### src/rtl/hsr_pkg.sv
// Shared constants and types of the haptic status and identity registers.
// Assumes an AHB-Lite master with 32-bit data and word-aligned registers.
package hsr_pkg;

    // ==========================================================
    // Register indices (byte address is four times the index)
    localparam logic [7:0] IDX_PART_IDENTITY = 8'h00;
    localparam logic [7:0] IDX_EVENT_FLAGS = 8'h01;
    localparam logic [7:0] IDX_EVENT_MASK = 8'h02;
    localparam logic [7:0] IDX_IMPEDANCE = 8'h03;
    localparam logic [7:0] IDX_DROOP_THRESHOLD = 8'h09;
    localparam logic [7:0] IDX_MEM_POINTER_HIGH = 8'hfd;
    localparam logic [7:0] IDX_MEM_POINTER_LOW = 8'hfe;
    localparam logic [7:0] IDX_MEM_DATA_PORT = 8'hff;

    // ==========================================================
    // Configuration registers, plain read/write
    localparam int CFG_COUNT = 11;
    localparam logic [7:0] CFG_INDEX [CFG_COUNT] = '{
        8'h25, 8'h26, 8'h27, 8'h28, 8'h29, 8'h2a,
        8'h2c, 8'h2e, 8'h2f, 8'h30, 8'h31};
    localparam logic [7:0] CFG_RESET [CFG_COUNT] = '{
        8'h80, 8'h00, 8'h10, 8'h11, 8'h0c, 8'h02,
        8'h00, 8'h00, 8'hc6, 8'h00, 8'h00};

    // ==========================================================
    // Event flag bit positions
    localparam int BIT_CHECK_FAIL = 7;
    localparam int BIT_RESERVED_HI = 6;
    localparam int BIT_RESERVED_LO = 5;
    localparam int BIT_FORMAT_FAULT = 4;
    localparam int BIT_PROCESS_DONE = 3;
    localparam int BIT_SUPPLY_DROOP = 2;
    localparam int BIT_OVER_TEMP = 1;
    localparam int BIT_OVERCURRENT = 0;

    // ==========================================================
    // Reset values and widths
    localparam logic [7:0] FLAGS_RESET = 8'h00;
    localparam logic [1:0] RESERVED_RESET = 2'h0;
    localparam logic [7:0] MASK_RESET = 8'h00;
    localparam logic [7:0] IMPEDANCE_RESET = 8'h00;
    localparam int THRESHOLD_W = 3;
    localparam logic [2:0] THRESHOLD_RESET = 3'h0;
    localparam logic [15:0] POINTER_RESET = 16'h0000;

    // ==========================================================
    // Bus codes
    localparam logic [1:0] HTRANS_NONSEQ = 2'h2;
    localparam logic [2:0] HSIZE_WORD = 3'h2;

    typedef enum logic [1:0] {
        HSR_MODE_DIAG,
        HSR_MODE_IMPEDANCE,
        HSR_MODE_CALIBRATE
    } hsr_mode_type;

endpackage

### src/rtl/hsr_mem_if.sv
// Port between the register bank and the waveform memory.
// Assumes both ends run on the one bus clock.
`timescale 1ns/1ns
`default_nettype none
interface hsr_mem_if #(parameter int AW = 8);
    logic we;
    logic re;
    logic [AW-1:0] addr;
    logic [7:0] wdata;
    logic [7:0] rdata;
    modport ctrl (output we, output re, output addr, output wdata,
                  input rdata);
    modport store (input we, input re, input addr, input wdata,
                   output rdata);
endinterface
`default_nettype wire

### src/rtl/hsr_regs.sv
// Haptic driver status, identity and configuration register bank.
// Assumes an AHB-Lite master on hclk and event inputs synchronous to hclk.
//
// Functional notes
// RULE_01: Identity register read-only, part and revision nibbles
// RULE_02: Diagnostics actuator fault sets flag bit 7
// RULE_03: Calibration failure sets bit 7, sticky until read
// RULE_04: Impedance mode reports via readout, not bit 7
// RULE_05: Memory format fault sets sticky bit 4
// RULE_06: Sequencer, diagnostics or calibration done sets flag
// RULE_07: Supply below threshold latches sticky droop flag
// RULE_08: Over-temperature bit 1, overcurrent bit 0, sticky
// RULE_09: Clear-on-read atomic; simultaneous event stays set
//
// Implementation choice: the AHB-Lite slave port.
`timescale 1ns/1ns
`default_nettype none
module hsr_regs #(
    parameter logic [3:0] PART_CODE = 4'h5, // Arbitrary value
    parameter logic [3:0] REV_CODE = 4'h9, // Arbitrary value
    parameter int MEM_AW = 8
) (
    input wire logic hclk,
    input wire logic hresetn,
    input wire logic hsel,
    input wire logic [31:0] haddr,
    input wire logic [1:0] htrans,
    input wire logic hwrite,
    input wire logic [2:0] hsize,
    input wire logic hready,
    input wire logic [31:0] hwdata,
    output logic [31:0] hrdata,
    output logic hreadyout,
    output logic hresp,
    input wire hsr_pkg::hsr_mode_type op_mode,
    input wire logic check_fail_event,
    input wire logic impedance_valid,
    input wire logic [7:0] impedance_value,
    input wire logic format_fault_event,
    input wire logic seq_done,
    input wire logic diag_done,
    input wire logic cal_done,
    input wire logic [2:0] supply_code,
    input wire logic over_temp,
    input wire logic overcurrent,
    output logic [hsr_pkg::CFG_COUNT*8-1:0] cfg_values,
    output logic [15:0] mem_pointer,
    output logic [2:0] supply_droop_threshold,
    output logic irq
);

    // ==========================================================
    // Bus data phase tracking
    logic dp_valid, dp_write, dp_upper_ok, dp_mem_ready, dp_mem_rd;
    logic [7:0] dp_index, rd8;
    logic accept, done, wr_done, rd_done, sel_flags, sel_data, status_read;

    assign accept = hsel && hready && (htrans == hsr_pkg::HTRANS_NONSEQ)
        && (hsize == hsr_pkg::HSIZE_WORD);

    always_ff @(posedge hclk or negedge hresetn) begin
        if (!hresetn) begin
            dp_valid <= 1'b0;
            dp_write <= 1'b0;
            dp_upper_ok <= 1'b0;
            dp_index <= 8'h00;
        end else if (hreadyout) begin
            dp_valid <= accept;
            dp_write <= hwrite;
            dp_upper_ok <= (haddr[31:10] == '0) && (haddr[1:0] == '0);
            dp_index <= haddr[9:2];
        end
    end

    assign sel_flags = dp_upper_ok && (dp_index == hsr_pkg::IDX_EVENT_FLAGS);
    assign sel_data = dp_upper_ok && (dp_index == hsr_pkg::IDX_MEM_DATA_PORT);
    assign dp_mem_rd = dp_valid && !dp_write && sel_data;

    // Memory data read takes one wait state
    always_ff @(posedge hclk or negedge hresetn) begin
        if (!hresetn) begin
            dp_mem_ready <= 1'b0;
        end else begin
            dp_mem_ready <= dp_mem_rd && !dp_mem_ready;
        end
    end

    assign hreadyout = !(dp_mem_rd && !dp_mem_ready);
    assign hresp = 1'b0;
    assign done = dp_valid && hreadyout;
    assign wr_done = done && dp_write;
    assign rd_done = done && !dp_write;

    // ==========================================================
    // Event flags
    logic [7:0] events, sticky_q, flags, mask, impedance;
    logic [1:0] reserved_q;

    always_comb begin
        events = 8'h00;
        events[hsr_pkg::BIT_CHECK_FAIL] = check_fail_event
            && (op_mode != hsr_pkg::HSR_MODE_IMPEDANCE); // RULE_02 RULE_03 RULE_04
        events[hsr_pkg::BIT_FORMAT_FAULT] = format_fault_event; // RULE_05
        events[hsr_pkg::BIT_PROCESS_DONE] = seq_done || diag_done
            || cal_done; // RULE_06
        events[hsr_pkg::BIT_SUPPLY_DROOP] =
            supply_code < supply_droop_threshold; // RULE_07
        events[hsr_pkg::BIT_OVER_TEMP] = over_temp; // RULE_08
        events[hsr_pkg::BIT_OVERCURRENT] = overcurrent; // RULE_08
    end

    assign status_read = rd_done && sel_flags;

    hsr_sticky_bits #(
        .W(8)
    ) u_flags (
        .clk(hclk),
        .rst_n(hresetn),
        .set(events),
        .clr({8{status_read}}), // RULE_09
        .q(sticky_q)
    );

    always_ff @(posedge hclk or negedge hresetn) begin
        if (!hresetn) begin
            reserved_q <= hsr_pkg::RESERVED_RESET;
        end else if (wr_done && sel_flags) begin
            reserved_q <= hwdata[hsr_pkg::BIT_RESERVED_HI:
                hsr_pkg::BIT_RESERVED_LO];
        end
    end

    always_comb begin
        flags = sticky_q;
        flags[hsr_pkg::BIT_RESERVED_HI:hsr_pkg::BIT_RESERVED_LO] = reserved_q;
    end

    // ==========================================================
    // Mask and interrupt
    always_ff @(posedge hclk or negedge hresetn) begin
        if (!hresetn) begin
            mask <= hsr_pkg::MASK_RESET;
        end else if (wr_done && dp_upper_ok
                && dp_index == hsr_pkg::IDX_EVENT_MASK) begin
            mask <= hwdata[7:0];
        end
    end

    assign irq = |(sticky_q & mask);

    // ==========================================================
    // Impedance readout and droop threshold
    always_ff @(posedge hclk or negedge hresetn) begin
        if (!hresetn) begin
            impedance <= hsr_pkg::IMPEDANCE_RESET;
        end else if (impedance_valid
                && op_mode == hsr_pkg::HSR_MODE_IMPEDANCE) begin
            impedance <= impedance_value; // RULE_04
        end
    end

    always_ff @(posedge hclk or negedge hresetn) begin
        if (!hresetn) begin
            supply_droop_threshold <= hsr_pkg::THRESHOLD_RESET;
        end else if (wr_done && dp_upper_ok
                && dp_index == hsr_pkg::IDX_DROOP_THRESHOLD) begin
            supply_droop_threshold <= hwdata[hsr_pkg::THRESHOLD_W-1:0];
        end
    end

    // ==========================================================
    // Configuration registers
    always_ff @(posedge hclk or negedge hresetn) begin
        if (!hresetn) begin
            for (int i = 0; i < hsr_pkg::CFG_COUNT; i++) begin
                cfg_values[i*8 +: 8] <= hsr_pkg::CFG_RESET[i];
            end
        end else begin
            for (int i = 0; i < hsr_pkg::CFG_COUNT; i++) begin
                if (wr_done && dp_upper_ok
                        && dp_index == hsr_pkg::CFG_INDEX[i]) begin
                    cfg_values[i*8 +: 8] <= hwdata[7:0];
                end
            end
        end
    end

    // ==========================================================
    // Memory pointer and data port
    hsr_mem_if #(.AW(MEM_AW)) mem_bus ();

    always_ff @(posedge hclk or negedge hresetn) begin
        if (!hresetn) begin
            mem_pointer <= hsr_pkg::POINTER_RESET;
        end else if (done && sel_data) begin
            mem_pointer <= mem_pointer + 16'h0001;
        end else if (wr_done && dp_upper_ok
                && dp_index == hsr_pkg::IDX_MEM_POINTER_HIGH) begin
            mem_pointer[15:8] <= hwdata[7:0];
        end else if (wr_done && dp_upper_ok
                && dp_index == hsr_pkg::IDX_MEM_POINTER_LOW) begin
            mem_pointer[7:0] <= hwdata[7:0];
        end
    end

    assign mem_bus.we = wr_done && sel_data;
    assign mem_bus.re = dp_mem_rd && !dp_mem_ready;
    assign mem_bus.addr = mem_pointer[MEM_AW-1:0];
    assign mem_bus.wdata = hwdata[7:0];

    hsr_wave_mem #(
        .AW(MEM_AW)
    ) u_mem (
        .hclk(hclk),
        .hresetn(hresetn),
        .bus(mem_bus)
    );

    // ==========================================================
    // Read data
    always_comb begin
        rd8 = 8'h00;
        if (dp_upper_ok) begin
            unique case (dp_index)
                hsr_pkg::IDX_PART_IDENTITY: rd8 = {PART_CODE, REV_CODE}; // RULE_01
                hsr_pkg::IDX_EVENT_FLAGS: rd8 = flags;
                hsr_pkg::IDX_EVENT_MASK: rd8 = mask;
                hsr_pkg::IDX_IMPEDANCE: rd8 = impedance;
                hsr_pkg::IDX_DROOP_THRESHOLD:
                    rd8 = {5'h00, supply_droop_threshold};
                hsr_pkg::IDX_MEM_POINTER_HIGH: rd8 = mem_pointer[15:8];
                hsr_pkg::IDX_MEM_POINTER_LOW: rd8 = mem_pointer[7:0];
                hsr_pkg::IDX_MEM_DATA_PORT: rd8 = mem_bus.rdata;
                default: begin
                    for (int i = 0; i < hsr_pkg::CFG_COUNT; i++) begin
                        if (dp_index == hsr_pkg::CFG_INDEX[i]) begin
                            rd8 = cfg_values[i*8 +: 8];
                        end
                    end
                end
            endcase
        end
    end

    assign hrdata = {24'h00_0000, rd8};
endmodule // hsr_regs
`default_nettype wire

### src/rtl/hsr_sticky_bits.sv
// Vector of sticky flags with set-over-clear priority.
// Assumes set and clear pulses synchronous to clk.
`timescale 1ns/1ns
`default_nettype none
module hsr_sticky_bits #(
    parameter int W = 8
) (
    input wire logic clk,
    input wire logic rst_n,
    input wire logic [W-1:0] set,
    input wire logic [W-1:0] clr,
    output logic [W-1:0] q
);

    // ==========================================================
    // Flags
    always_ff @(posedge clk or negedge rst_n) begin
        if (!rst_n) begin
            q <= '0;
        end else begin
            q <= (q & ~clr) | set; // RULE_09
        end
    end

endmodule // hsr_sticky_bits
`default_nettype wire

### src/rtl/hsr_wave_mem.sv
// Waveform memory, byte wide, registered read data.
// Assumes one access per cycle from the register bank.
`timescale 1ns/1ns
`default_nettype none
module hsr_wave_mem #(
    parameter int AW = 8
) (
    input wire logic hclk,
    input wire logic hresetn,
    hsr_mem_if.store bus
);

    logic [7:0] store [2**AW];

    // ==========================================================
    // Write port
    always_ff @(posedge hclk) begin
        if (bus.we) begin
            store[bus.addr] <= bus.wdata;
        end
    end

    // ==========================================================
    // Registered read port
    always_ff @(posedge hclk or negedge hresetn) begin
        if (!hresetn) begin
            bus.rdata <= 8'h00;
        end else if (bus.re) begin
            bus.rdata <= store[bus.addr];
        end
    end

endmodule // hsr_wave_mem
`default_nettype wire

### config.mk
export PLATFORM = sky130hd
export DESIGN_NAME = hsr_regs
export DESIGN_NICKNAME = d
export VERILOG_FILES = /design/src/rtl/hsr_pkg.sv /design/src/rtl/hsr_mem_if.sv /design/src/rtl/hsr_regs.sv /design/src/rtl/hsr_sticky_bits.sv /design/src/rtl/hsr_wave_mem.sv
export SDC_FILE = /design/constraint.sdc
export NUM_CORES = 2
export LEC_CHECK = 0
export ABC_CLOCK_PERIOD_IN_PS = 3800
export BUFFER_PORTS_ARGS = -buffer_cell sky130_fd_sc_hd__buf_2
export CAP_MARGIN = 20
export CORE_ASPECT_RATIO = 1.5
export CORE_MARGIN = 2
export CORE_UTILIZATION = 55
export CTS_CLUSTER_SIZE = 8
export DETAILED_ROUTE_END_ITERATION = 12
export PLACE_DENSITY = 0.68
export SYNTH_ARGS = -nofsm -noshare
export SYNTH_HDL_FRONTEND = slang
export SYNTH_HIERARCHICAL = 1
export SYNTH_SLANG_ARGS = --single-unit
### constraint.sdc
create_clock -name hclk -period 3.8 [get_ports hclk]
set_clock_uncertainty 0.1 [all_clocks]
set_input_delay 0 -clock hclk [delete_from_list [all_inputs] [get_ports hclk]]
set_output_delay 0 -clock hclk [all_outputs]
set_load 0.01 [all_outputs]
==> flow_summary.yaml <==
drt:
  wl_per_cell_um: 32.1
  ant_nets: 0
  wl_mm: 236
  via_per_inst: 6.48
  drt_iter0_drc: 5318
  route.detailed.drc: 1
  vias: 47600
  first_pass_iters: 12
timing:
  min_period_ns: 3.78
  rsz0062_at_grt: "false"
  tightest_slew_ns: 1.36
  setup_viol: 0
  max_freq_mhz: 265
  setup_tns_ns: 0
  slew_viol_final: 0
  fin_crit_sh_pct: 99.3
  max_slew_margin_pct: 9.45
  hold_violations: 0
global_route:
  gr-total-overflow: 0
  grt_max_degree: 138
  grt_pass1_wl_mm: 339
  grt_pass1_vias: 48800
  grt_usage_pct: 29.3
  antenna_found_initial: 4
synthesis:
  synth_fa_ha_area_share_pct: 0.0430
  synth_top_area_share_pct: 70.4
  ys_types: 79
  synth_top_family_by_area: "multiplexers"
  synth_edf_count: 2048
  avgSynthCellArea_sq_um: 20.3
  synth_top_cells_by_count: "2048 x edfxtp_1, 534 x mux4_2, 275 x nor2_1, 142 x dfrtp_1, 135 x mux2_2"
  synthTopCellsByArea: "edfxtp_1 70%, mux4_2 14%, dfrtp_1 4.1%"
  synthXorXnorAreaFrac_pct: 0
  syn_inst: 4308
  synth_compound_area_share_pct: 3.20
  ys_ff_latch: 2201
  synth_most_common_cell: "edfxtp_1"
  synthArstFlopShare_pct: 6.95
  synth_area_leader_cell: "edfxtp_1"
  synthMuxAreaShare_pct: 16.5
  synth_seq_area_share_pct: 74.8
  ys.flop_type: "edfxtp_1"
  ys_warn_count: 6
  synthSimpleGateAreaFrac_pct: 3.53
  syn_area_sq_um: 87300
floorplan:
  core_area_sq_um: 158000
  start_util_pct: 55.2
  die_w_um: 329
  die_h_um: 492
  fp-row-count: 179
  dieArea_sq_um: 162000
  io_pins: 237
hold_path:
  min_from: "hwdata[7]"
  min_path_type: "in2reg"
clocking:
  cts_buffers: 325
  clkLatencyLatePin_ns: 0.93
  path_clk_slew_ns: 0.05
  cts_root_buf: "clkbuf_16"
  cts_tree: "yes"
  htreeDepth: 5
  clock_path_buffers: 4
  cts.sinks: 2201
run:
  drv_cap: 0
critical_path:
  end_kind: "flip-flop"
  worst_setup_path_start_kind: "flip-flop"
  crit_start: "mem_pointer[0]"
  critical_path_arrival_ns: 4.48
  r2r_start: "mem_pointer[0]"
  path_class: "reg2reg"
  worstPathRequired_ns: 4.50
  critPathMaxFanout: 22
layout:
  fillers: 10300
  layout-drive-gt1-share_pct: 34.1
  num-nets-final: 5273
  final_cells: 7344
  areaGrowthSynthToFinish_pct: 18.6
  multi_input_area_sq_um: 20500
  seqCellArea_sq_um: 65400
run_status:
  violations: "design-rule violations"
  status: "complete, but fails checks"
power_and_ir_drop:
  ir_drop_mv: 0.610
  p_leak_nw: 34.2
  p_per_area_nw_per_um2: 509
placed_design:
  post-dp-hpwl_mm: 150
  io_buffers: 187
  placedCellCount: 6838
  gp_congestion: 0.955
## registers in the layout (all words and copies together) (netlist names)
signal / cells
reserved_q: 2
impedance: 8
cfg_values: 88
mem_pointer: 16
dp_valid: 1
u_mem/store: 2048
dp_mem_ready: 1
mask: 8
dp_write: 1
u_mem/bus.rdata: 8
supply_droop_threshold: 3
dp_index: 8
dp_upper_ok: 1
u_flags/q: 8
## worst max-delay path: stages, from the launching register on
cell	delay (ns)
dfrtp_4	0.50
buf_12	0.25
buf_4	0.38
mux4_2	0.55
a22oi_1	0.41
nand4_1	0.26
a21oi_1	0.61
buf_4	0.22
o221ai_1	0.12
o22a_1	0.23
## placed cells by master (no fill, tap or decap), types with 16 or more instances in the layout
master,Yosys,layout
o22ai_1,79,77
nor3_1,70,67
nand4_1,17,17
buf_2,74,178
conb_1,1,27
nor2b_1,39,36
a21oi_1,39,39
nand2b_1,17,17
nor2_1,275,274
mux2_2,135,135
nand3_1,34,34
dlygate4sd3_1,0,81
nand2_1,103,103
clkbuf_16,0,330
mux2i_1,86,86
buf_4,61,487
edfxtp_1,2048,2048
a211oi_1,16,16
o21ai_0,45,45
o22a_1,16,16
nor4_1,18,17
buf_12,0,41
mux4_2,534,534
dfrtp_1,142,135
inv_1,22,22
a22oi_1,82,82
o221ai_1,22,21
clkbuf_1,105,73
## through the flow
step | instance area (sq um) | total power (W) | worst slack [ns] | util (%) | hold WS [ns]
3_3_place_gp | 93900 | 0.0281 | 0.00114 | 59.4 | 0.0589
6_report | 104000 | 0.0527 | 0.0249 | 65.5 | 0.0915
3_5_place_dp | 93900 | 0.0281 | 0.0397 | 59.4 | 0.0590
5_1_grt | 104000 | 0.0540 | 0.0243 | 65.5 | 0.0931
4_1_cts | 103000 | 0.0530 | -0.0112 | 65.4 | 0.0492
2_1_floorplan | 87400 | 0.0274 | 0.732 | - | -0.396
## cell type report
| cell class | count | share of cell area (%) |
|---|---|---|
| well taps | 2081 | 2.52 |
| inverters | 23 | 0.0834 |
| clock buffers | 403 | 8.24 |
| flip-flops and latches | 2201 | 63.1 |
| multi-input cells | 1827 | 19.8 |
| clock inverters | 11 | 0.109 |
| diodes | 1 | 0.00242 |
| repair buffers | 797 | 6.12 |
## power by group
part / total, W / switching [W] / internal, W / leakage [nW]
registers: 0.0266 / 0.0000531 / 0.0266 / 20.3
clock network: 0.0249 / 0.00950 / 0.0154 / 4.20
logic: 0.00111 / 0.000780 / 0.000326 / 9.76
total: 0.0527 / 0.0103 / 0.0423 / 34.2
## worst paths after layout
kind	endpoint	slack, ns	cells after the start
setup / recovery	u_mem/bus.rdata[0]	0.02	9
setup reg to reg	u_mem/bus.rdata[0]	0.02	9
hold reg to reg	u_flags/q[5]	0.38	1
min in group asynchronous	cfg_values[7]	0.15	3
hold / removal	u_mem/store[248][7]	0.09	2
max in group asynchronous	mem_pointer[5]	2.86	4
## logic make-up after synthesis
| family | Yosys count |
|---|---|
| multiplexers | 755 |
| AND/OR/NAND/NOR | 646 |
| other | 1 |
| AO/OA/AOI/OAI | 396 |
| flip-flops | 2201 |
| buffers and inverters | 306 |
| adder cells (fa/ha/maj) | 3 |
## routing by layer
layer / share of wire [%] / wire length [um] / GRT usage (%)
met5: 0.0059 / 14 / 0
met4: 5.8 / 13600 / 15.8
met3: 7.5 / 17700 / 5.07
met2: 52 / 122000 / 50.3
met1: 35 / 82500 / 35.5
## what timing repair did
| item | CTS | global route |
|---|---|---|
| hold buffers | 82 | 0 |
| endpoints found under the setup margin | 5 | 8 |
| endpoints found under the hold margin | 1809 | 0 |
| setup buffers | 1 | 8 |
| gates resized for setup | 1 | 7 |
Note: power is estimated with default switching activity, not from simulation.
